--- config.mk ---
export PLATFORM = sky130hd
export DESIGN_NAME = cogc_top
export DESIGN_NICKNAME = d
export VERILOG_FILES = /design/src/inc/cogc_pkg.sv /design/src/rtl/cogc_clkout.sv /design/src/rtl/cogc_top.sv
export SDC_FILE = /design/constraint.sdc
export NUM_CORES = 1
export LEC_CHECK = 0
export ABC_AREA = 0
export BUFFER_PORTS_ARGS = -buffer_cell sky130_fd_sc_hd__buf_4
export CAP_MARGIN = 20
export CELL_PAD_IN_SITES_DETAIL_PLACEMENT = 0
export CELL_PAD_IN_SITES_GLOBAL_PLACEMENT = 2
export CORE_MARGIN = 10
export CORE_UTILIZATION = 38
export CTS_CLUSTER_DIAMETER = 80
export CTS_CLUSTER_SIZE = 10
export DETAILED_ROUTE_END_ITERATION = 6
export PLACE_DENSITY_LB_ADDON = 0.1
export SYNTH_ARGS = -nofsm -noshare
export SYNTH_HDL_FRONTEND = slang
export SYNTH_HIERARCHICAL = 1
export SYNTH_SLANG_ARGS = --single-unit
--- constraint.sdc ---
create_clock -name CLOCK_I -period 5.73 [get_ports CLOCK_I]
set_input_delay 0 -clock CLOCK_I [delete_from_list [all_inputs] [get_ports CLOCK_I]]
set_output_delay 0 -clock CLOCK_I [all_outputs]
set_load 0.005 [all_outputs]
--- src/inc/cogc_pkg.sv ---
package cogc_pkg;

  ////////////////////////////////////////////////////////////////////////////////
  // register indices; byte address is four times the index
  localparam logic [31:0] COGC_IDX_OUT_A = 32'h0000_5064;
  localparam logic [31:0] COGC_IDX_OUT_B = 32'h0000_5065;
  localparam logic [31:0] COGC_IDX_WAIT = 32'h0000_507D;
  localparam logic [31:0] COGC_IDX_GATE = 32'h0000_5080;
  localparam logic [31:0] COGC_IDX_CORE = 32'h0000_5081;
  localparam logic [31:0] COGC_ADDR_OUT_A = COGC_IDX_OUT_A << 2;
  localparam logic [31:0] COGC_ADDR_OUT_B = COGC_IDX_OUT_B << 2;
  localparam logic [31:0] COGC_ADDR_WAIT = COGC_IDX_WAIT << 2;
  localparam logic [31:0] COGC_ADDR_GATE = COGC_IDX_GATE << 2;
  localparam logic [31:0] COGC_ADDR_CORE = COGC_IDX_CORE << 2;

  ////////////////////////////////////////////////////////////////////////////////
  // field positions
  localparam int COGC_DIV_LSB = 4;
  localparam int COGC_DIV_MSB = 6;
  localparam int COGC_SRC_LSB = 2;
  localparam int COGC_SRC_MSB = 3;
  localparam int COGC_EN_BIT = 0;
  localparam int COGC_FWT_LSB = 6;
  localparam int COGC_FWT_MSB = 7;
  localparam int COGC_SWT_LSB = 0;
  localparam int COGC_SWT_MSB = 1;

  ////////////////////////////////////////////////////////////////////////////////
  // reset values
  localparam logic [7:0] COGC_RST_OUT = 8'h00;
  localparam logic [7:0] COGC_RST_WAIT = 8'h00;
  localparam logic [1:0] COGC_RST_GATE = 2'h3;
  localparam logic [1:0] COGC_RST_GEAR = 2'h0;

  ////////////////////////////////////////////////////////////////////////////////
  // encodings
  localparam logic [1:0] COGC_SRC_FAST = 2'h0;
  localparam logic [1:0] COGC_SRC_SLOW = 2'h1;
  localparam logic [1:0] COGC_GATE_ON = 2'h3;
  localparam logic [1:0] COGC_GATE_OFF = 2'h0;
  localparam logic [1:0] COGC_SWT_LONG = 2'h0;
  localparam logic [1:0] COGC_SWT_SHORT = 2'h2;

  ////////////////////////////////////////////////////////////////////////////////
  // timing counts in oscillator cycles, wait counter width, system clock period in ns
  localparam logic [14:0] COGC_FWT_BASE = 15'h0040;
  localparam int COGC_SWT_LONG_CYC = 16384;
  localparam int COGC_SWT_SHORT_CYC = 4096;
  localparam int COGC_WAIT_W = 15;
  localparam int COGC_CLK_PERIOD_NS = 8;

  ////////////////////////////////////////////////////////////////////////////////
  // bus slave states
  typedef enum logic [0:0] {
    COGC_ST_IDLE = 1'b0,
    COGC_ST_DATA = 1'b1
  } cogc_state_t;

endpackage

--- src/rtl/cogc_clkout.sv ---
`timescale 1ns/1ps
module cogc_clkout (
  // clock and reset
  input wire logic clk_i,
  input wire logic rst_n_i,
  // synchronised oscillators
  input wire logic fast_lvl_i,
  input wire logic fast_rise_i,
  input wire logic slow_lvl_i,
  input wire logic slow_rise_i,
  // settings
  input wire logic [1:0] src_i,
  input wire logic [2:0] div_i,
  input wire logic en_i,
  // divided clock
  output logic clk_o
);
  import cogc_pkg::*;

  logic [6:0] cnt_q;
  logic sel_lvl;
  logic sel_rise;
  logic sel_valid;
  logic div_lvl;
  logic clk_q;

  // source selection, reserved codes give no clock
  always_comb begin
    sel_lvl = 1'b0;
    sel_rise = 1'b0;
    sel_valid = 1'b0;
    case (src_i)
      COGC_SRC_FAST: begin
        sel_lvl = fast_lvl_i;
        sel_rise = fast_rise_i;
        sel_valid = 1'b1;
      end
      COGC_SRC_SLOW: begin
        sel_lvl = slow_lvl_i;
        sel_rise = slow_rise_i;
        sel_valid = 1'b1;
      end
      default: begin
        sel_valid = 1'b0;
      end
    endcase
  end

  // synchronous count of source rising edges
  always_ff @(posedge clk_i or negedge rst_n_i) begin
    if (!rst_n_i) begin
      cnt_q <= 7'h00;
    end else if (sel_rise) begin
      cnt_q <= cnt_q + 7'h01;
    end
  end

  // bit n-1 of the count is the source divided by 2^n
  assign div_lvl = (div_i == 3'h0) ? sel_lvl : cnt_q[3'(div_i - 3'h1)];

  // gated output register
  always_ff @(posedge clk_i or negedge rst_n_i) begin
    if (!rst_n_i) begin
      clk_q <= 1'b0;
    end else begin
      clk_q <= en_i & sel_valid & div_lvl;
    end
  end

  assign clk_o = clk_q;

  // divide by one passes the selected level through
  div_one_a: assert property (@(posedge clk_i) disable iff (!rst_n_i)
    (en_i && div_i == 3'h0 && src_i == COGC_SRC_SLOW) |=> (clk_o == $past(slow_lvl_i)))
    else $error("divide by one does not follow slow source");

  // reserved source gives a quiet output
  src_rsvd_a: assert property (@(posedge clk_i) disable iff (!rst_n_i)
    (src_i[1] == 1'b1) |=> !clk_o)
    else $error("reserved source produced a clock");

endmodule

--- src/rtl/cogc_top.sv ---
// Operation
// - first output divides its source by 1 to 128 per bits 6..4, reset 0.
// - source bits 3..2 pick fast oscillator at 0, slow at 1; others reserved.
// - second output has the same fields in its own register; each drives only when its enable bit is 1.
// - fast oscillator wait of 64, 32, 16 or 8 cycles per bits 7..6.
// - slow oscillator wait of 16384 cycles at code 0, 4096 at code 2.
// - core clock divided by 1,2,4,8 by gear; peripheral gate on at 3, off at 0.
`timescale 1ns/1ps
module cogc_top #(
  parameter int SLOW_WAIT_LONG = cogc_pkg::COGC_SWT_LONG_CYC,
  parameter int SLOW_WAIT_SHORT = cogc_pkg::COGC_SWT_SHORT_CYC
) (
  // clock and reset
  input wire logic CLOCK_I,
  input wire logic ARST_N_I,
  // ahb-lite slave
  input wire logic HSEL_I,
  input wire logic [31:0] HADDR_I,
  input wire logic [1:0] HTRANS_I,
  input wire logic HWRITE_I,
  input wire logic [2:0] HSIZE_I,
  input wire logic [31:0] HWDATA_I,
  input wire logic HREADY_I,
  output logic [31:0] HRDATA_O,
  output logic HREADYOUT_O,
  output logic HRESP_O,
  // oscillator pins and enables
  input wire logic FAST_OSC_I,
  input wire logic SLOW_OSC_I,
  input wire logic FAST_OSC_EN_I,
  input wire logic SLOW_OSC_EN_I,
  // clock outputs, oscillator ready flags and clock enables
  output logic CLOCK_OUTPUT_FIRST_O,
  output logic CLOCK_OUTPUT_SECOND_O,
  output logic FAST_OSC_READY_O,
  output logic SLOW_OSC_READY_O,
  output logic PERIPH_CLK_EN_O,
  output logic CORE_CLK_EN_O
);
  import cogc_pkg::*;

  ////////////////////////////////////////////////////////////////////////////////
  // parameter checks
  if (SLOW_WAIT_LONG < 1 || SLOW_WAIT_LONG >= (1 << COGC_WAIT_W)) begin : g_chk_long
    $error("SLOW_WAIT_LONG out of range");
  end
  if (SLOW_WAIT_SHORT < 1 || SLOW_WAIT_SHORT >= (1 << COGC_WAIT_W)) begin : g_chk_short
    $error("SLOW_WAIT_SHORT out of range");
  end

  ////////////////////////////////////////////////////////////////////////////////
  // declarations
  cogc_state_t state_q;
  logic [31:0] addr_q;
  logic write_q;
  logic [31:0] rdata_q;
  logic ready_q;
  logic accept;
  logic wr_en;
  logic [7:0] rd_mux;
  logic [6:0] out_a_q;
  logic [6:0] out_b_q;
  logic [1:0] fast_wt_q;
  logic [1:0] slow_wt_q;
  logic [1:0] gate_q;
  logic [1:0] gear_q;
  logic fast_s1_q;
  logic fast_s2_q;
  logic fast_s3_q;
  logic slow_s1_q;
  logic slow_s2_q;
  logic slow_s3_q;
  logic fast_rise;
  logic slow_rise;
  logic [COGC_WAIT_W-1:0] fast_cnt_q;
  logic [COGC_WAIT_W-1:0] slow_cnt_q;
  logic [COGC_WAIT_W-1:0] fast_target;
  logic [COGC_WAIT_W-1:0] slow_target;
  logic fast_rdy_q;
  logic slow_rdy_q;
  logic [2:0] gear_cnt_q;
  logic [2:0] gear_mask;
  logic core_en_q;
  logic pclk_en_q;

  ////////////////////////////////////////////////////////////////////////////////
  // bus slave: one wait state, every transfer answers okay
  assign accept = HSEL_I && HTRANS_I[1] && HREADY_I;
  assign wr_en = (state_q == COGC_ST_DATA) && write_q;

  // address phase capture and data phase sequencing
  always_ff @(posedge CLOCK_I or negedge ARST_N_I) begin
    if (!ARST_N_I) begin
      state_q <= COGC_ST_IDLE;
      addr_q <= 32'h0000_0000;
      write_q <= 1'b0;
      ready_q <= 1'b1;
    end else begin
      case (state_q)
        COGC_ST_IDLE: begin
          if (accept) begin
            state_q <= COGC_ST_DATA;
            addr_q <= HADDR_I;
            write_q <= HWRITE_I;
            ready_q <= 1'b0;
          end
        end
        COGC_ST_DATA: begin
          state_q <= COGC_ST_IDLE;
          ready_q <= 1'b1;
        end
        default: begin
          state_q <= COGC_ST_IDLE;
          ready_q <= 1'b1;
        end
      endcase
    end
  end

  // read multiplexer, reserved bits and unmapped addresses read zero
  always_comb begin
    case (addr_q)
      COGC_ADDR_OUT_A: rd_mux = {1'b0, out_a_q};
      COGC_ADDR_OUT_B: rd_mux = {1'b0, out_b_q};
      COGC_ADDR_WAIT: rd_mux = {fast_wt_q, 4'h0, slow_wt_q};
      COGC_ADDR_GATE: rd_mux = {6'h00, gate_q};
      COGC_ADDR_CORE: rd_mux = {6'h00, gear_q};
      default: rd_mux = 8'h00;
    endcase
  end

  // read data register
  always_ff @(posedge CLOCK_I or negedge ARST_N_I) begin
    if (!ARST_N_I) begin
      rdata_q <= 32'h0000_0000;
    end else if (state_q == COGC_ST_DATA && !write_q) begin
      rdata_q <= {24'h00_0000, rd_mux};
    end
  end

  assign HRDATA_O = rdata_q;
  assign HREADYOUT_O = ready_q;
  assign HRESP_O = 1'b0;

  ////////////////////////////////////////////////////////////////////////////////
  // control registers
  // clock output settings: divider, source, enable
  always_ff @(posedge CLOCK_I or negedge ARST_N_I) begin
    if (!ARST_N_I) begin
      out_a_q <= COGC_RST_OUT[6:0];
      out_b_q <= COGC_RST_OUT[6:0];
    end else if (wr_en) begin
      if (addr_q == COGC_ADDR_OUT_A) begin
        out_a_q <= {HWDATA_I[COGC_DIV_MSB:COGC_SRC_LSB], 1'b0, HWDATA_I[COGC_EN_BIT]};
      end
      if (addr_q == COGC_ADDR_OUT_B) begin
        out_b_q <= {HWDATA_I[COGC_DIV_MSB:COGC_SRC_LSB], 1'b0, HWDATA_I[COGC_EN_BIT]};
      end
    end
  end

  // oscillator settle wait selections
  always_ff @(posedge CLOCK_I or negedge ARST_N_I) begin
    if (!ARST_N_I) begin
      fast_wt_q <= COGC_RST_WAIT[COGC_FWT_MSB:COGC_FWT_LSB];
      slow_wt_q <= COGC_RST_WAIT[COGC_SWT_MSB:COGC_SWT_LSB];
    end else if (wr_en && addr_q == COGC_ADDR_WAIT) begin
      fast_wt_q <= HWDATA_I[COGC_FWT_MSB:COGC_FWT_LSB];
      slow_wt_q <= HWDATA_I[COGC_SWT_MSB:COGC_SWT_LSB];
    end
  end

  // peripheral gate keeps its value on forbidden codes; core gear
  always_ff @(posedge CLOCK_I or negedge ARST_N_I) begin
    if (!ARST_N_I) begin
      gate_q <= COGC_RST_GATE;
      gear_q <= COGC_RST_GEAR;
    end else if (wr_en) begin
      if (addr_q == COGC_ADDR_GATE && (HWDATA_I[1:0] == COGC_GATE_ON ||
          HWDATA_I[1:0] == COGC_GATE_OFF)) begin
        gate_q <= HWDATA_I[1:0];
      end
      if (addr_q == COGC_ADDR_CORE) begin
        gear_q <= HWDATA_I[1:0];
      end
    end
  end

  ////////////////////////////////////////////////////////////////////////////////
  // oscillator synchronisers and edge detection
  always_ff @(posedge CLOCK_I or negedge ARST_N_I) begin
    if (!ARST_N_I) begin
      fast_s1_q <= 1'b0;
      fast_s2_q <= 1'b0;
      fast_s3_q <= 1'b0;
      slow_s1_q <= 1'b0;
      slow_s2_q <= 1'b0;
      slow_s3_q <= 1'b0;
    end else begin
      fast_s1_q <= FAST_OSC_I;
      fast_s2_q <= fast_s1_q;
      fast_s3_q <= fast_s2_q;
      slow_s1_q <= SLOW_OSC_I;
      slow_s2_q <= slow_s1_q;
      slow_s3_q <= slow_s2_q;
    end
  end

  assign fast_rise = fast_s2_q & ~fast_s3_q;
  assign slow_rise = slow_s2_q & ~slow_s3_q;

  ////////////////////////////////////////////////////////////////////////////////
  // clock outputs
  cogc_clkout u_out_first (
    .clk_i(CLOCK_I),
    .rst_n_i(ARST_N_I),
    .fast_lvl_i(fast_s2_q),
    .fast_rise_i(fast_rise),
    .slow_lvl_i(slow_s2_q),
    .slow_rise_i(slow_rise),
    .src_i(out_a_q[COGC_SRC_MSB:COGC_SRC_LSB]),
    .div_i(out_a_q[COGC_DIV_MSB:COGC_DIV_LSB]),
    .en_i(out_a_q[COGC_EN_BIT]),
    .clk_o(CLOCK_OUTPUT_FIRST_O)
  );

  cogc_clkout u_out_second (
    .clk_i(CLOCK_I),
    .rst_n_i(ARST_N_I),
    .fast_lvl_i(fast_s2_q),
    .fast_rise_i(fast_rise),
    .slow_lvl_i(slow_s2_q),
    .slow_rise_i(slow_rise),
    .src_i(out_b_q[COGC_SRC_MSB:COGC_SRC_LSB]),
    .div_i(out_b_q[COGC_DIV_MSB:COGC_DIV_LSB]),
    .en_i(out_b_q[COGC_EN_BIT]),
    .clk_o(CLOCK_OUTPUT_SECOND_O)
  );

  ////////////////////////////////////////////////////////////////////////////////
  // settle wait targets; reserved slow codes take the long wait
  assign fast_target = COGC_FWT_BASE >> fast_wt_q;
  assign slow_target = (slow_wt_q == COGC_SWT_SHORT) ?
    COGC_WAIT_W'(SLOW_WAIT_SHORT) : COGC_WAIT_W'(SLOW_WAIT_LONG);

  // fast oscillator settle counter
  always_ff @(posedge CLOCK_I or negedge ARST_N_I) begin
    if (!ARST_N_I) begin
      fast_cnt_q <= '0;
      fast_rdy_q <= 1'b0;
    end else if (!FAST_OSC_EN_I) begin
      fast_cnt_q <= '0;
      fast_rdy_q <= 1'b0;
    end else begin
      if (fast_rise && fast_cnt_q < fast_target) begin
        fast_cnt_q <= fast_cnt_q + COGC_WAIT_W'(1);
      end
      fast_rdy_q <= (fast_cnt_q >= fast_target);
    end
  end

  // slow oscillator settle counter
  always_ff @(posedge CLOCK_I or negedge ARST_N_I) begin
    if (!ARST_N_I) begin
      slow_cnt_q <= '0;
      slow_rdy_q <= 1'b0;
    end else if (!SLOW_OSC_EN_I) begin
      slow_cnt_q <= '0;
      slow_rdy_q <= 1'b0;
    end else begin
      if (slow_rise && slow_cnt_q < slow_target) begin
        slow_cnt_q <= slow_cnt_q + COGC_WAIT_W'(1);
      end
      slow_rdy_q <= (slow_cnt_q >= slow_target);
    end
  end

  assign FAST_OSC_READY_O = fast_rdy_q;
  assign SLOW_OSC_READY_O = slow_rdy_q;

  ////////////////////////////////////////////////////////////////////////////////
  // core clock enable pulse and peripheral gate
  assign gear_mask = 3'((4'h1 << gear_q) - 4'h1);

  always_ff @(posedge CLOCK_I or negedge ARST_N_I) begin
    if (!ARST_N_I) begin
      gear_cnt_q <= 3'h0;
      core_en_q <= 1'b0;
      pclk_en_q <= 1'b0;
    end else begin
      gear_cnt_q <= gear_cnt_q + 3'h1;
      core_en_q <= ((gear_cnt_q & gear_mask) == gear_mask);
      pclk_en_q <= (gate_q == COGC_GATE_ON);
    end
  end

  assign CORE_CLK_EN_O = core_en_q;
  assign PERIPH_CLK_EN_O = pclk_en_q;

  ////////////////////////////////////////////////////////////////////////////////
  // checks
  bus_wait_state_a: assert property (@(posedge CLOCK_I) disable iff (!ARST_N_I)
    (state_q == COGC_ST_IDLE && accept) |=> !HREADYOUT_O ##1 HREADYOUT_O)
    else $error("bus answer not after one wait state");
  gear_read_back_a: assert property (@(posedge CLOCK_I) disable iff (!ARST_N_I)
    (state_q == COGC_ST_IDLE && accept && !HWRITE_I && HADDR_I == COGC_ADDR_CORE)
    |=> ##1 (HRDATA_O == {30'h0, gear_q}))
    else $error("core gear read back wrong");
  gate_follow_a: assert property (@(posedge CLOCK_I) disable iff (!ARST_N_I)
    ARST_N_I |=> (PERIPH_CLK_EN_O == ($past(gate_q) == COGC_GATE_ON)))
    else $error("peripheral gate does not follow register");
  gate_forbid_a: assert property (@(posedge CLOCK_I) disable iff (!ARST_N_I)
    (wr_en && addr_q == COGC_ADDR_GATE && (HWDATA_I[1:0] == 2'h1 || HWDATA_I[1:0] == 2'h2))
    |=> $stable(gate_q))
    else $error("forbidden gate code was stored");
  gear_full_rate_a: assert property (@(posedge CLOCK_I) disable iff (!ARST_N_I)
    (ARST_N_I && gear_q == 2'h0) |=> CORE_CLK_EN_O)
    else $error("gear one does not pulse every cycle");
  gear_eighth_a: assert property (@(posedge CLOCK_I) disable iff (!ARST_N_I)
    (CORE_CLK_EN_O && $past(gear_q) == 2'h3) |-> ($past(gear_cnt_q) == 3'h7))
    else $error("gear eighth pulse at wrong phase");
  out_disable_a: assert property (@(posedge CLOCK_I) disable iff (!ARST_N_I)
    (!out_a_q[COGC_EN_BIT] && !out_b_q[COGC_EN_BIT])
    |=> (!CLOCK_OUTPUT_FIRST_O && !CLOCK_OUTPUT_SECOND_O))
    else $error("disabled output is driving");
  fast_wait_a: assert property (@(posedge CLOCK_I) disable iff (!ARST_N_I)
    (FAST_OSC_EN_I && fast_wt_q == 2'h3 && fast_cnt_q < 15'h0008) |=> !FAST_OSC_READY_O)
    else $error("fast oscillator ready before wait");
  slow_target_a: assert property (@(posedge CLOCK_I) disable iff (!ARST_N_I)
    (SLOW_OSC_EN_I && slow_wt_q == COGC_SWT_LONG && slow_cnt_q < 15'(SLOW_WAIT_LONG))
    |=> !SLOW_OSC_READY_O)
    else $error("slow ready before long wait");
  slow_drop_a: assert property (@(posedge CLOCK_I) disable iff (!ARST_N_I)
    !SLOW_OSC_EN_I |=> (!SLOW_OSC_READY_O && slow_cnt_q == '0))
    else $error("slow ready survives disable");

endmodule

-- Yosys cells after proc, flatten, opt, wreduce, memory -nomap -nowiden
Cells that the tools add are included.
- register bits after elaboration: 122
- input bits: 78
- output and inout port bits: 40
- word-level logic and storage cells: 114
- $add $sub $neg: 8
- $lt $le $gt $ge: 6
- eq/ne operators: 14
- shift operators: 2
- mux-type cells: 24
- bitwise gates (word level): 10
- reductions and logical operators: 22
- operators with widths (cell ; number):
    $eq A32 B17 Y1 const B ; 5
    $mux W15 ; 5
    $pmux W8 S5 ; 1
    $add A15 B1 Y15 const B ; 2
    $ge A15 B15 Y1 ; 2
    $lt A15 B15 Y1 ; 2
    $shr A7 B2 Y15 const A ; 1
    $add A7 B1 Y7 const B ; 2
    $pmux W1 S2 ; 6
    $mux W1 ; 10
    $reduce_and A2 Y1 ; 5
    $sub A3 B1 Y3 const B ; 3
    $logic_and A1 B1 Y1 ; 8
    $lt A3 B4 Y1 const B ; 2
    $and A1 B1 Y1 ; 6
    $bmux W1 S3 ; 2
    $eq A2 B2 Y1 const B ; 3
    $logic_not A2 Y1 ; 3
    $logic_not A3 Y1 ; 2
    $eq A2 B1 Y1 const B ; 2
    $ne A2 B1 Y1 const B ; 2
    $reduce_or A2 Y1 ; 2
    $add A3 B1 Y3 const B ; 1
    $and A3 B3 Y3 ; 1
    other kinds (6) ; 8

-- Depth between registers and ports, before layout
Gate-level depths: netlist (run 1).
- depth in word-level cells: 6
- gate-level depth with buffers: 8
- gate-level depth less buffers: 6

-- Hierarchy
The synthesis (run 1) kept the hierarchy.
- by module, submodules not included (module ; times used ; cells each ; area an instance (µm²) ; sequential area each (µm²)):
    cogc_top ; 1 ; 496 ; 5121.2 ; 2656.3
    cogc_clkout ; 2 ; 48 ; 495.5 ; 200.2

-- Least setup slack after synthesis (run 1)
No wires, ideal clock.
- path type: register to register
- from: register fast_wt_q[0]
- to: register fast_cnt_q[6]
- library setup time: 79 ps
- data arrival time: 2173 ps
- required time: 5651 ps
- setup slack: 3478 ps
- cell stages (with the launch flop): 8
- path buffers: 1
- period minus slack after synthesis: 2252 ps
- path through: dfrtp_1 > or2_2 > ha_1 > a211o_1 > or3_1 > buf_6 > nor4_2 > mux2i_1
- longest elaborated chain between the ends: 4
- ends and longest elaborated chain (what ; line ; text):
    start: declaration ; cogc_top.sv:63 ; logic [1:0] fast_wt_q;
    start signal: assignment ; cogc_top.sv:165 ; fast_wt_q <= COGC_RST_WAIT[COGC_FWT_MSB:COGC_FWT_LSB];
    start signal: assignment ; cogc_top.sv:168 ; fast_wt_q <= HWDATA_I[COGC_FWT_MSB:COGC_FWT_LSB];
    $shr A7 B2 Y15 ; cogc_top.sv:242 ; assign fast_target = COGC_FWT_BASE >> fast_wt_q;
    $lt A15 B15 Y1 ; cogc_top.sv:255 ; if (fast_rise && fast_cnt_q < fast_target) begin
    $logic_and A1 B1 Y1 ; cogc_top.sv:255 ;
    $ne A2 B1 Y1 (no line) ; - ;
    end signal: assignment ; cogc_top.sv:256 ; fast_cnt_q <= fast_cnt_q + COGC_WAIT_W'(1);
    end: declaration ; cogc_top.sv:75 ; logic [COGC_WAIT_W-1:0] fast_cnt_q;
No other way between the ends.
A chain may end at the register's enable or synchronous reset.

-- Final worst setup path (run 1)
- from: register slow_wt_q[0]
- to: register slow_cnt_q[9]
- longest elaborated chain between the ends: 5
- ends and longest elaborated chain (what ; line ; text):
    start: declaration ; cogc_top.sv:64 ; logic [1:0] slow_wt_q;
    start signal: assignment ; cogc_top.sv:166 ; slow_wt_q <= COGC_RST_WAIT[COGC_SWT_MSB:COGC_SWT_LSB];
    start signal: assignment ; cogc_top.sv:169 ; slow_wt_q <= HWDATA_I[COGC_SWT_MSB:COGC_SWT_LSB];
    $eq A2 B2 Y1 ; cogc_top.sv:243 ; assign slow_target = (slow_wt_q == COGC_SWT_SHORT) ?
    $mux W15 ; cogc_top.sv:243 ;
    $lt A15 B15 Y1 ; cogc_top.sv:271 ; if (slow_rise && slow_cnt_q < slow_target) begin
    $logic_and A1 B1 Y1 ; cogc_top.sv:271 ;
    $ne A2 B1 Y1 (no line) ; - ;
    end signal: assignment ; cogc_top.sv:272 ; slow_cnt_q <= slow_cnt_q + COGC_WAIT_W'(1);
    end: declaration ; cogc_top.sv:76 ; logic [COGC_WAIT_W-1:0] slow_cnt_q;
No other way between the ends.

==> results of run 1 <==
==> cell families (layout without fill, tap and decap cells) <==
group,after synthesis,after routing,synth area share [%]
DFF,122,122,50.0
xor gates and xnor gates,14,14,2.01
adders and majority gates,17,17,3.48
muxes,40,40,7.41
and+or+nand+nor,267,267,23.7
AOI/OAI and AO/OA,68,68,7.78
other,1,25,0.0614
buffers and inverters,63,167,5.57
==> Yosys cell counts, types with 3 or more instances <==
cell | instances | area (um^2)
nand2_1 | 131 | 492
dfrtp_1 | 119 | 2980
buf_4 | 25 | 188
inv_1 | 21 | 78.8
a21oi_1 | 19 | 95.1
mux2_2 | 18 | 203
ha_1 | 17 | 213
nand3_1 | 17 | 85.1
nand4_1 | 17 | 106
mux2i_1 | 16 | 160
nor2_1 | 14 | 52.6
clkbuf_1 | 13 | 48.8
o31ai_1 | 13 | 97.6
nand2b_1 | 11 | 68.8
xnor2_1 | 11 | 96.3
o21ai_0 | 9 | 45.0
or3_1 | 9 | 56.3
and2_1 | 7 | 43.8
or4_1 | 7 | 52.6
and3_1 | 6 | 37.5
mux2_4 | 6 | 90.1
nor2b_1 | 6 | 37.5
nand3b_1 | 5 | 37.5
nor3_1 | 5 | 25.0
nor4_2 | 4 | 50.1
nor4_4 | 4 | 85.1
nor4b_1 | 4 | 35.0
o41ai_1 | 4 | 35.0
a211o_1 | 3 | 26.3
dfstp_2 | 3 | 78.8
nand4b_1 | 3 | 26.3
nor4_1 | 3 | 18.8
o31a_1 | 3 | 26.3
xor2_1 | 3 | 26.3
==> registers in the layout (all words and copies together) (netlist names), 2 cells and up <==
register,cells
fast_cnt_q,15
slow_wt_q,2
u_out_first/cnt_q,7
HRDATA_O,8
out_a_q,6
slow_cnt_q,15
fast_wt_q,2
gate_q,2
gear_cnt_q,3
out_b_q,6
gear_q,2
u_out_second/cnt_q,7
addr_q,32
==> final cells by class <==
class / count / area, um^2
inverter: 22 / 82.6
clock buffer: 25 / 495
multi-input combinational: 431 / 2810
sequential: 122 / 3060
fill: 1482 / 8090
clock inverter: 7 / 65.1
tap: 216 / 270
timing repair buffer: 113 / 963
==> layout by cell type (no fill, tap or decap), drive strengths merged, types with 6 or more instances in the layout <==
cell type and n:
conb 25, o21ai 10, mux2 24, mux2i 16, o31ai 13, clkbuf 25
nor4 11, or4 8, dlygate4sd3 46, nor2b 6, ha 17, a21oi 19
nor2 16, nand2b 11, nand2 131, inv 21, or3 10, dfrtp 119
xnor2 11, buf 67, nand4 18, and3 6, nand3 17, and2 8
==> worst register-to-register path, stage by stage (launching register included) <==
cell and delay [ns]:
dfrtp_1 0.39, nor2b_1 0.23, ha_1 0.18, nor2b_1 0.22
o211ai_1 0.32, buf_4 0.30, or4b_2 0.63, a21oi_1 0.15
==> routing by layer <==
layer | track usage, % | vias up | wire, um
met4 | 4.50 | 0 | 96
met2 | 19.9 | 90 | 6290
met3 | 4.98 | 8 | 694
li1 | - | 2258 | -
met5 | 0 | - | 0
met1 | 17.8 | 2183 | 6840
==> path summary, 6_finish.rpt <==
| path | to | cells past startpoint | slack [ns] |
|---|---|---|---|
| worst max-delay path | slow_cnt_q[9] | 7 | 3.23 |
| worst min-delay path | addr_q[27] | 5 | 0.17 |
| worst max register to register | slow_cnt_q[9] | 7 | 3.23 |
| worst min register to register | slow_s2_q | 0 | 0.35 |
| max in group asynchronous | u_out_first/cnt_q[1] | 3 | 4.24 |
| min in group asynchronous | fast_cnt_q[9] | 2 | 0.22 |
==> power breakdown <==
part | leakage (nW) | switching [W] | total, W | internal [W]
clock | 0.273 | 0.000367 | 0.00101 | 0.000639
combinational | 1.67 | 0.000131 | 0.000264 | 0.000133
sequential | 1.60 | 0.0000919 | 0.00104 | 0.000949
==> stage by stage <==
| stage | hold WS [ns] | cells | power (W) | util (%) | worst slack [ns] |
|---|---|---|---|---|---|
| after floorplan | -0.296 | 616 | 0.00121 | - | 3.48 |
| after global placement | 0.110 | 858 | 0.00129 | 42.4 | 3.26 |
| after detailed placement | 0.111 | 858 | 0.00130 | 42.4 | 3.20 |
| after CTS | 0.152 | 936 | 0.00234 | 48.9 | 3.19 |
| after global routing | 0.200 | 936 | 0.00243 | 48.9 | 3.03 |
| final | 0.169 | 936 | 0.00231 | 48.9 | 3.23 |
==> timing repair <==
item,4_1_cts,5_1_grt
gates resized for setup,0,0
hold endpoints to repair,133,0
hold buffers,46,0
==> metrics.md, run 1 <==
| Metric | Value |
|---|---|
| Family with the most delay on the worst path | simple AND/OR/NAND/NOR gates |
| CP startpoint kind | register |
| Area growth from synthesis to final layout | 26.6% |
| Number of sinks driven by the clock tree | 122 |
| Number of hold-slack violations in the final timing report | 0 |
| CTS Root Cell | clkbuf_16 |
| Number of diodes added for antenna fixing | 0 |
| First-pass iteration count of the detailed router | 4 |
| Post-synth design cell area | 6110 um^2 |
| Die Ht | 147 um |
| Worst-Margin Slew | 0.929 ns |
| Proportion of synthesized flip-flops having asynchronous set or reset | 100% |
| Kind of path behind the tightest hold check | primary input to register |
| Post-synth cell types | 61 |
| Top flip-flop cell by instance count after synthesis | dfrtp_1 |
| Fraction of the cycle the final worst path needs | 43.6% |
| Status | finished, final reports clean |
| Post-detailed-route via-to-cell ratio | 4.85 |
| Routed Antenna Nets | 0 |
| Worst-case clock skew | 0.0116 ns |
| Global route total overflow | 0 |
| Core Rows | 46 |
| Combined buffer and inverter count along the critical path | 1 |
| Pin count of the biggest net entering global routing | 67 |
| Final count of negative-setup-slack endpoints | 0 |
| Max H-tree Level | 4 |
| Hold path startpoint | HTRANS_I[1] |
| Number of global-route vias before repair | 4647 |
| Kind of end point of the critical path | register |
| Highest achievable clock rate | 0.400 GHz |
| Setup repair after global routing missed its margin | no |
| DP HPWL | 9.90 mm |
| Latest clock arrival within the worst-skew pair | 0.42 ns |
| Proportion of synthesized chip area in sequential cells | 50.0% |
| Beginning of the critical path | slow_wt_q[0] |
| Worst-case vdd ir drop | 0.208 mV |
| Standard cell with the maximum stage delay on the critical path | or4b_2 |
| Setup fix buffers added after clock tree synthesis | 0 |
| Gpl congestion | 0.809 |
| Core area | 15800 um^2 |
| Placed cell area | 6720 um^2 |
| Width of the chip | 147 um |
| Share of final-layout standard cells stronger than drive strength 1 | 19.9% |
| Maximum clock insertion buffer count | 2 |
| Mean instance size in the synthesized netlist | 10.3 um^2 |
| Leakage power | 3.54 nW |
| Setup TNS after final layout | 0 ns |
| Net count of the finished layout | 802 |
| Post-route DRC | 0 |
| Port-buffer cells | 64 |
| Maximum fanout encountered on the critical timing path | 12 |
| Area of the die | 21600 um^2 |
| Sum of routed wire length over all layers | 13.9 mm |
| Power density over the cells | 299 nW/um^2 |
| Final min period | 2.50 ns |
| Wire length per cell | 14.9 um |
| First-pass GRT wire length | 23.8 mm |
| Count of pins over their slew limit | 0 |
| Library cell appearing most often on the critical path | nor2b_1 |
| Number of enable flip-flop cells after synthesis | 0 |
| Final std cell area, no fill | 7740 um^2 |
| Starting density of the core | 38.6% |
| Number of buffers created by CTS | 17 |
| Worst slew slack as a fraction of its limit | 37.7% |
| Largest incremental delay on the critical path | 0.63 ns |
| Critical path class | register to register |
| Sequence of cells on the critical path | nor2b_1, ha_1, nor2b_1, o211ai_1, buf_4, or4b_2, a21oi_1 |
| Clock transition at the register clock pins on the worst setup and hold paths after CTS | 0.05 ns |
| Worst endpoint data arrival time | 2.84 ns |
| # IOs | 118 |
| DRC marker count from the first detailed-route iteration | 171 |
| Number of max-cap violations | 0 |
| Required time at the worst-slack endpoint | 6.07 ns |
| Source of the worst register-to-register timing path | slow_wt_q[0] |
| Antenna violations before repair | 0 |
| Count of state elements after synthesis | 122 |
| Number of instances in the synthesized netlist | 592 |
| Clock tree from TritonCTS | built |
| Number of warnings printed during yosys synthesis | 6 |
| Total global routing track utilization | 13.5% |
| Via Count | 4539 |
Note: power is estimated with default switching activity, not from simulation.
==> run 2: changes to the inputs <==
--- a/config.mk
+++ b/config.mk
@@ -5,13 +5,13 @@
 export SDC_FILE = /design/constraint.sdc
 export NUM_CORES = 1
 export LEC_CHECK = 0
-export ABC_AREA = 0
+export ABC_AREA = 1
 export BUFFER_PORTS_ARGS = -buffer_cell sky130_fd_sc_hd__buf_4
 export CAP_MARGIN = 20
 export CELL_PAD_IN_SITES_DETAIL_PLACEMENT = 0
 export CELL_PAD_IN_SITES_GLOBAL_PLACEMENT = 2
 export CORE_MARGIN = 10
-export CORE_UTILIZATION = 38
+export CORE_UTILIZATION = 29
 export CTS_CLUSTER_DIAMETER = 80
 export CTS_CLUSTER_SIZE = 10
 export DETAILED_ROUTE_END_ITERATION = 6
==> constraint.sdc (replaced) <==
create_clock -name CLOCK_I -period 2.2 [get_ports CLOCK_I]
set_input_delay 0 -clock CLOCK_I [delete_from_list [all_inputs] [get_ports CLOCK_I]]
set_output_delay 0 -clock CLOCK_I [all_outputs]
set_load 0.005 [all_outputs]
==> run 2 against run 1 <==
Register-to-register slack got worse by 3.0 ns. Flip-flop and latch count is the same. Critical endpoint is now fast_cnt_q[6]. Critical path type unchanged. Sequential share of layout area fell by 2.2 points. Synthesized cell count rose by 36%. Clock skew grew 0.00055 ns. Global-route usage down 1.7 points.
==> metrics.md, run 2 <==
| Metric | Value |
|---|---|
| Starting density of the core | 29.5% (-9.2 points) |
| DP HPWL | 11.8 mm (+19%) |
| Count of pins over their slew limit | 0 (unchanged) |
| Area share of the largest cell type after synthesis | 46.5% (-2.3 points) |
| Fill cell instance count of the final layout | 2279 (+54%) |
| Global route total overflow | 0 (unchanged) |
| Area growth from synthesis to final layout | 28.0% |
| Setup repair after global routing missed its margin | no |
| # IOs | 118 (unchanged) |
| Core Rows | 54 (+17%) |
| Share of synthesized area spent on multiplexers | 0% (-7.4 points) |
| Worst Reg-to-Reg Cells | 10 (+3) |
| DRC marker count from the first detailed-route iteration | 198 (+16%) |
| Gpl congestion | 0.781 (-3.4%) |
| Synth top area cells | dfrtp_1, nand2_1, inv_1 |
| CP startpoint kind | register |
| First-pass GRT wire length | 27.5 mm (+16%) |
| Die Ht | 169 um (+15%) |
| Largest family of logic cells by synthesized area | simple AND/OR/NAND/NOR gates |
| Kind of path behind the tightest hold check | primary input to asynchronous set/reset pin |
| Leakage power | 4.25 nW (+20%) |
| Proportion of synthesized flip-flops having asynchronous set or reset | 100% (unchanged) |
| Worst-case clock skew | 0.0121 ns (+0.000545 ns) |
| Source of the worst register-to-register timing path | fast_wt_q[0] |
| Final worst setup slack | 0.274 ns (-2.96 ns) |
| Setup fix buffers added after clock tree synthesis | 0 (unchanged) |
| Mean instance size in the synthesized netlist | 7.96 um^2 (-23%) |
| Max H-tree Level | 4 (unchanged) |
| Area of the die | 28400 um^2 (+32%) |
| Largest incremental delay on the critical path | 0.42 ns (-0.21 ns) |
| Worst-case vdd ir drop | 0.359 mV (+72%) |
| Number of enable flip-flop cells after synthesis | 0 (unchanged) |
| Width of the chip | 169 um (+15%) |
| CTS Root Cell | clkbuf_16 |
| First-pass iteration count of the detailed router | 4 (unchanged) |
| Final min period | 1.93 ns (-0.575 ns) |
| Required time at the worst-slack endpoint | 2.56 ns (-3.51 ns) |
| Setup Slack @ Placement | 0.234 ns (-2.96 ns) |
| Worst slew slack as a fraction of its limit | 61.9% (+24 points) |
| Maximum clock insertion buffer count | 2 (unchanged) |
| Family with the most delay on the worst path | simple AND/OR/NAND/NOR gates |
| Kind of end point of the critical path | register |
| Clock tree from TritonCTS | built |
| Combined buffer and inverter count along the critical path | 1 (unchanged) |
| Number of instances in the synthesized netlist | 805 (+36%) |
| Number of hold-slack violations in the final timing report | 0 (unchanged) |
| Share of final-layout standard cells stronger than drive strength 1 | 18.6% (-1.3 points) |
| Pin count of the biggest net entering global routing | 51 (-24%) |
| Register area | 3060 um^2 (unchanged) |
| Top-count cell post-synth | nand2_1 |
| Worst endpoint data arrival time | 2.28 ns (-0.56 ns) |
| Registers with the most flip-flops | addr_q x32, fast_cnt_q x15, slow_cnt_q x15 |
| Number of buffers created by CTS | 17 (unchanged) |
| Count of state elements after synthesis | 122 (unchanged) |
| Post-route DRC | 0 (unchanged) |
| Antenna violations before repair | 0 (unchanged) |
| Post-detailed-route via-to-cell ratio | 4.36 (-10%) |
| Post-synth cell types | 38 (-38%) |
| Commonest non-fill, non-tap cells in the layout | nand2_1, dfrtp_1, inv_1 |
| Fraction of the cycle the final worst path needs | 87.5% (+44 points) |
| Total global routing track utilization | 11.8% (-1.7 points) |
| Clock transition at the register clock pins on the worst setup and hold paths after CTS | 0.06 ns (about the same) |
| Maximum fanout encountered on the critical timing path | 8 (-4) |
| Post-synth design cell area | 6410 um^2 (+4.9%) |
| Commonest non-fill, non-tap cell in the layout | nand2_1 |
| Number of global-route vias before repair | 5570 (+20%) |
| Most frequent cells after synthesis | nand2_1, dfrtp_1, inv_1 |
| Status | finished, final reports clean |
| Post-synthesis share of cell area spent on xor and xnor gates | 1.91% (-0.093 points) |
| Placed cell area | 7170 um^2 (+6.7%) |
| Post-Synth Simple-Gate Area | 29.5% (+5.8 points) |
| Via Count | 5321 (+17%) |
| Area taken by multi-input logic gates | 2760 um^2 (-1.5%) |
| Core area | 21800 um^2 (+37%) |
| Cell accounting for the most synthesized area | dfrtp_1 |
| Net count of the finished layout | 1023 (+28%) |
| R2R Setup Slk | 0.27 ns (-2.96 ns) |
| Final std cell area, no fill | 8200 um^2 (+6.0%) |
| Synthesized-area fraction occupied by adder cells | 3.32% (-0.16 points) |
| Max FFs per register | 32 (unchanged) |
| Latest clock arrival within the worst-skew pair | 0.42 ns (about the same) |
| Routed Antenna Nets | 0 (unchanged) |
| Critical path class | register to register |
| Worst-Margin Slew | 0.570 ns (-0.359 ns) |
| Highest achievable clock rate | 0.519 GHz (+30%) |
| Port-buffer cells | 64 (unchanged) |
| Final hold slack | 0.0403 ns (-0.129 ns) |
| Wire length per cell | 13.2 um (-11%) |
| Standard cell with the maximum stage delay on the critical path | dfrtp_1 |
| Number of sinks driven by the clock tree | 122 (unchanged) |
| Library cell appearing most often on the critical path | nand2_1 |
| Sum of routed wire length over all layers | 16.1 mm (+16%) |
| Proportion of synthesized chip area in sequential cells | 47.7% (-2.3 points) |
| Number of max-cap violations | 0 (unchanged) |
| Biggest register | addr_q |
| Power density over the cells | 694 nW/um^2 (+130%) |
| Final count of negative-setup-slack endpoints | 0 (unchanged) |
| Worst flop-to-flop path endpoint | fast_cnt_q[6] |
| Setup TNS after final layout | 0 ns (unchanged) |
| Number of diodes added for antenna fixing | 0 (unchanged) |
| Sequence of cells on the critical path | inv_1, nand2_1, ha_1, a21oi_1, o211ai_1, nor2_2, nand2_2, nand2_2, nand2_1, nand2_1 |
| Number of warnings printed during yosys synthesis | 6 (unchanged) |
| Compound-gate portion of the synthesized area | 6.85% (-0.93 points) |
| Top flip-flop cell by instance count after synthesis | dfrtp_1 |
run 2: cell types whose count changed in the layout (fill, tap and decap cells not counted), sizes merged, moves of 10 or more:
cell	delta
nand2b	-11
o21ai	+47
inv	+95
o31ai	-12
nor3	+10
mux2	-24
mux2i	-16
nor2	+47
or3	-10
nand3	+42
nand2	+135
run 2: repair_timing:
action | 4_1_cts | 5_1_grt
gates resized for setup | 0 | 2
hold buffers | 46 | 0
setup endpoints to repair | 0 | 1
endpoints found under the hold margin | 199 | 0
run 2: kinds of logic (layout without fill, tap and decap cells):
family                     count (synthesis)  after routing
DFF                                      122            122
xor gates and xnor gates                  14             14
adders and majority gates                 17             17
other                                      1             25
buffers and inverters                    151            263
AOI/OAI and AO/OA                         76             76
and+or+nand+nor                          424            424
run 2: worst max path at each step:
| stage | startpoint | endpoint | depth (start not counted) |
|---|---|---|---|
| 2_1_floorplan | fast_wt_q[1] | fast_cnt_q[0] | 9 |
| 3_3_place_gp | slow_wt_q[0] | slow_cnt_q[11] | 10 |
| 3_5_place_dp | slow_wt_q[0] | slow_cnt_q[11] | 11 |
| 4_1_cts | slow_wt_q[0] | slow_cnt_q[11] | 11 |
| 5_1_grt | fast_wt_q[0] | fast_cnt_q[5] | 10 |
| 6_report | fast_wt_q[0] | fast_cnt_q[6] | 10 |
run 2: through the flow:
stage / cells / util, % / power, W
3_3_place_gp: 1143 / 32.9 / 0.00296
2_1_floorplan: 829 / - / 0.00277
5_1_grt: 1221 / 37.7 / 0.00601
3_5_place_dp: 1143 / 32.9 / 0.00298
4_1_cts: 1221 / 37.7 / 0.00581
6_report: 1221 / 37.7 / 0.00569
run 2: per-layer routing:
metal  share of wire, %  track usage, %  vias to the layer above
met3                3.3            3.38                        8
met2                 48            19.4                       80
met4               0.78            3.44                        0
li1                   -               -                     2723
met1                 48            14.7                     2510
met5                  0               0                        -
run 2: area by class of cell:
| class | instances | area share (%) |
|---|---|---|
| clock buffer | 17 | 5.19 |
| clock inverter | 15 | 1.74 |
| inverter | 114 | 5.25 |
| multi-input combinational | 556 | 33.7 |
| sequential | 122 | 37.3 |
| tap | 280 | 4.27 |
| timing repair buffer | 117 | 12.6 |
run 2: power breakdown:
| part | total (W) | switching [W] | internal [W] |
|---|---|---|---|
| sequential | 0.00245 | 0.0000708 | 0.00238 |
| clock | 0.00270 | 0.00113 | 0.00157 |
| combinational | 0.000539 | 0.000307 | 0.000232 |
| total | 0.00569 | 0.00151 | 0.00418 |
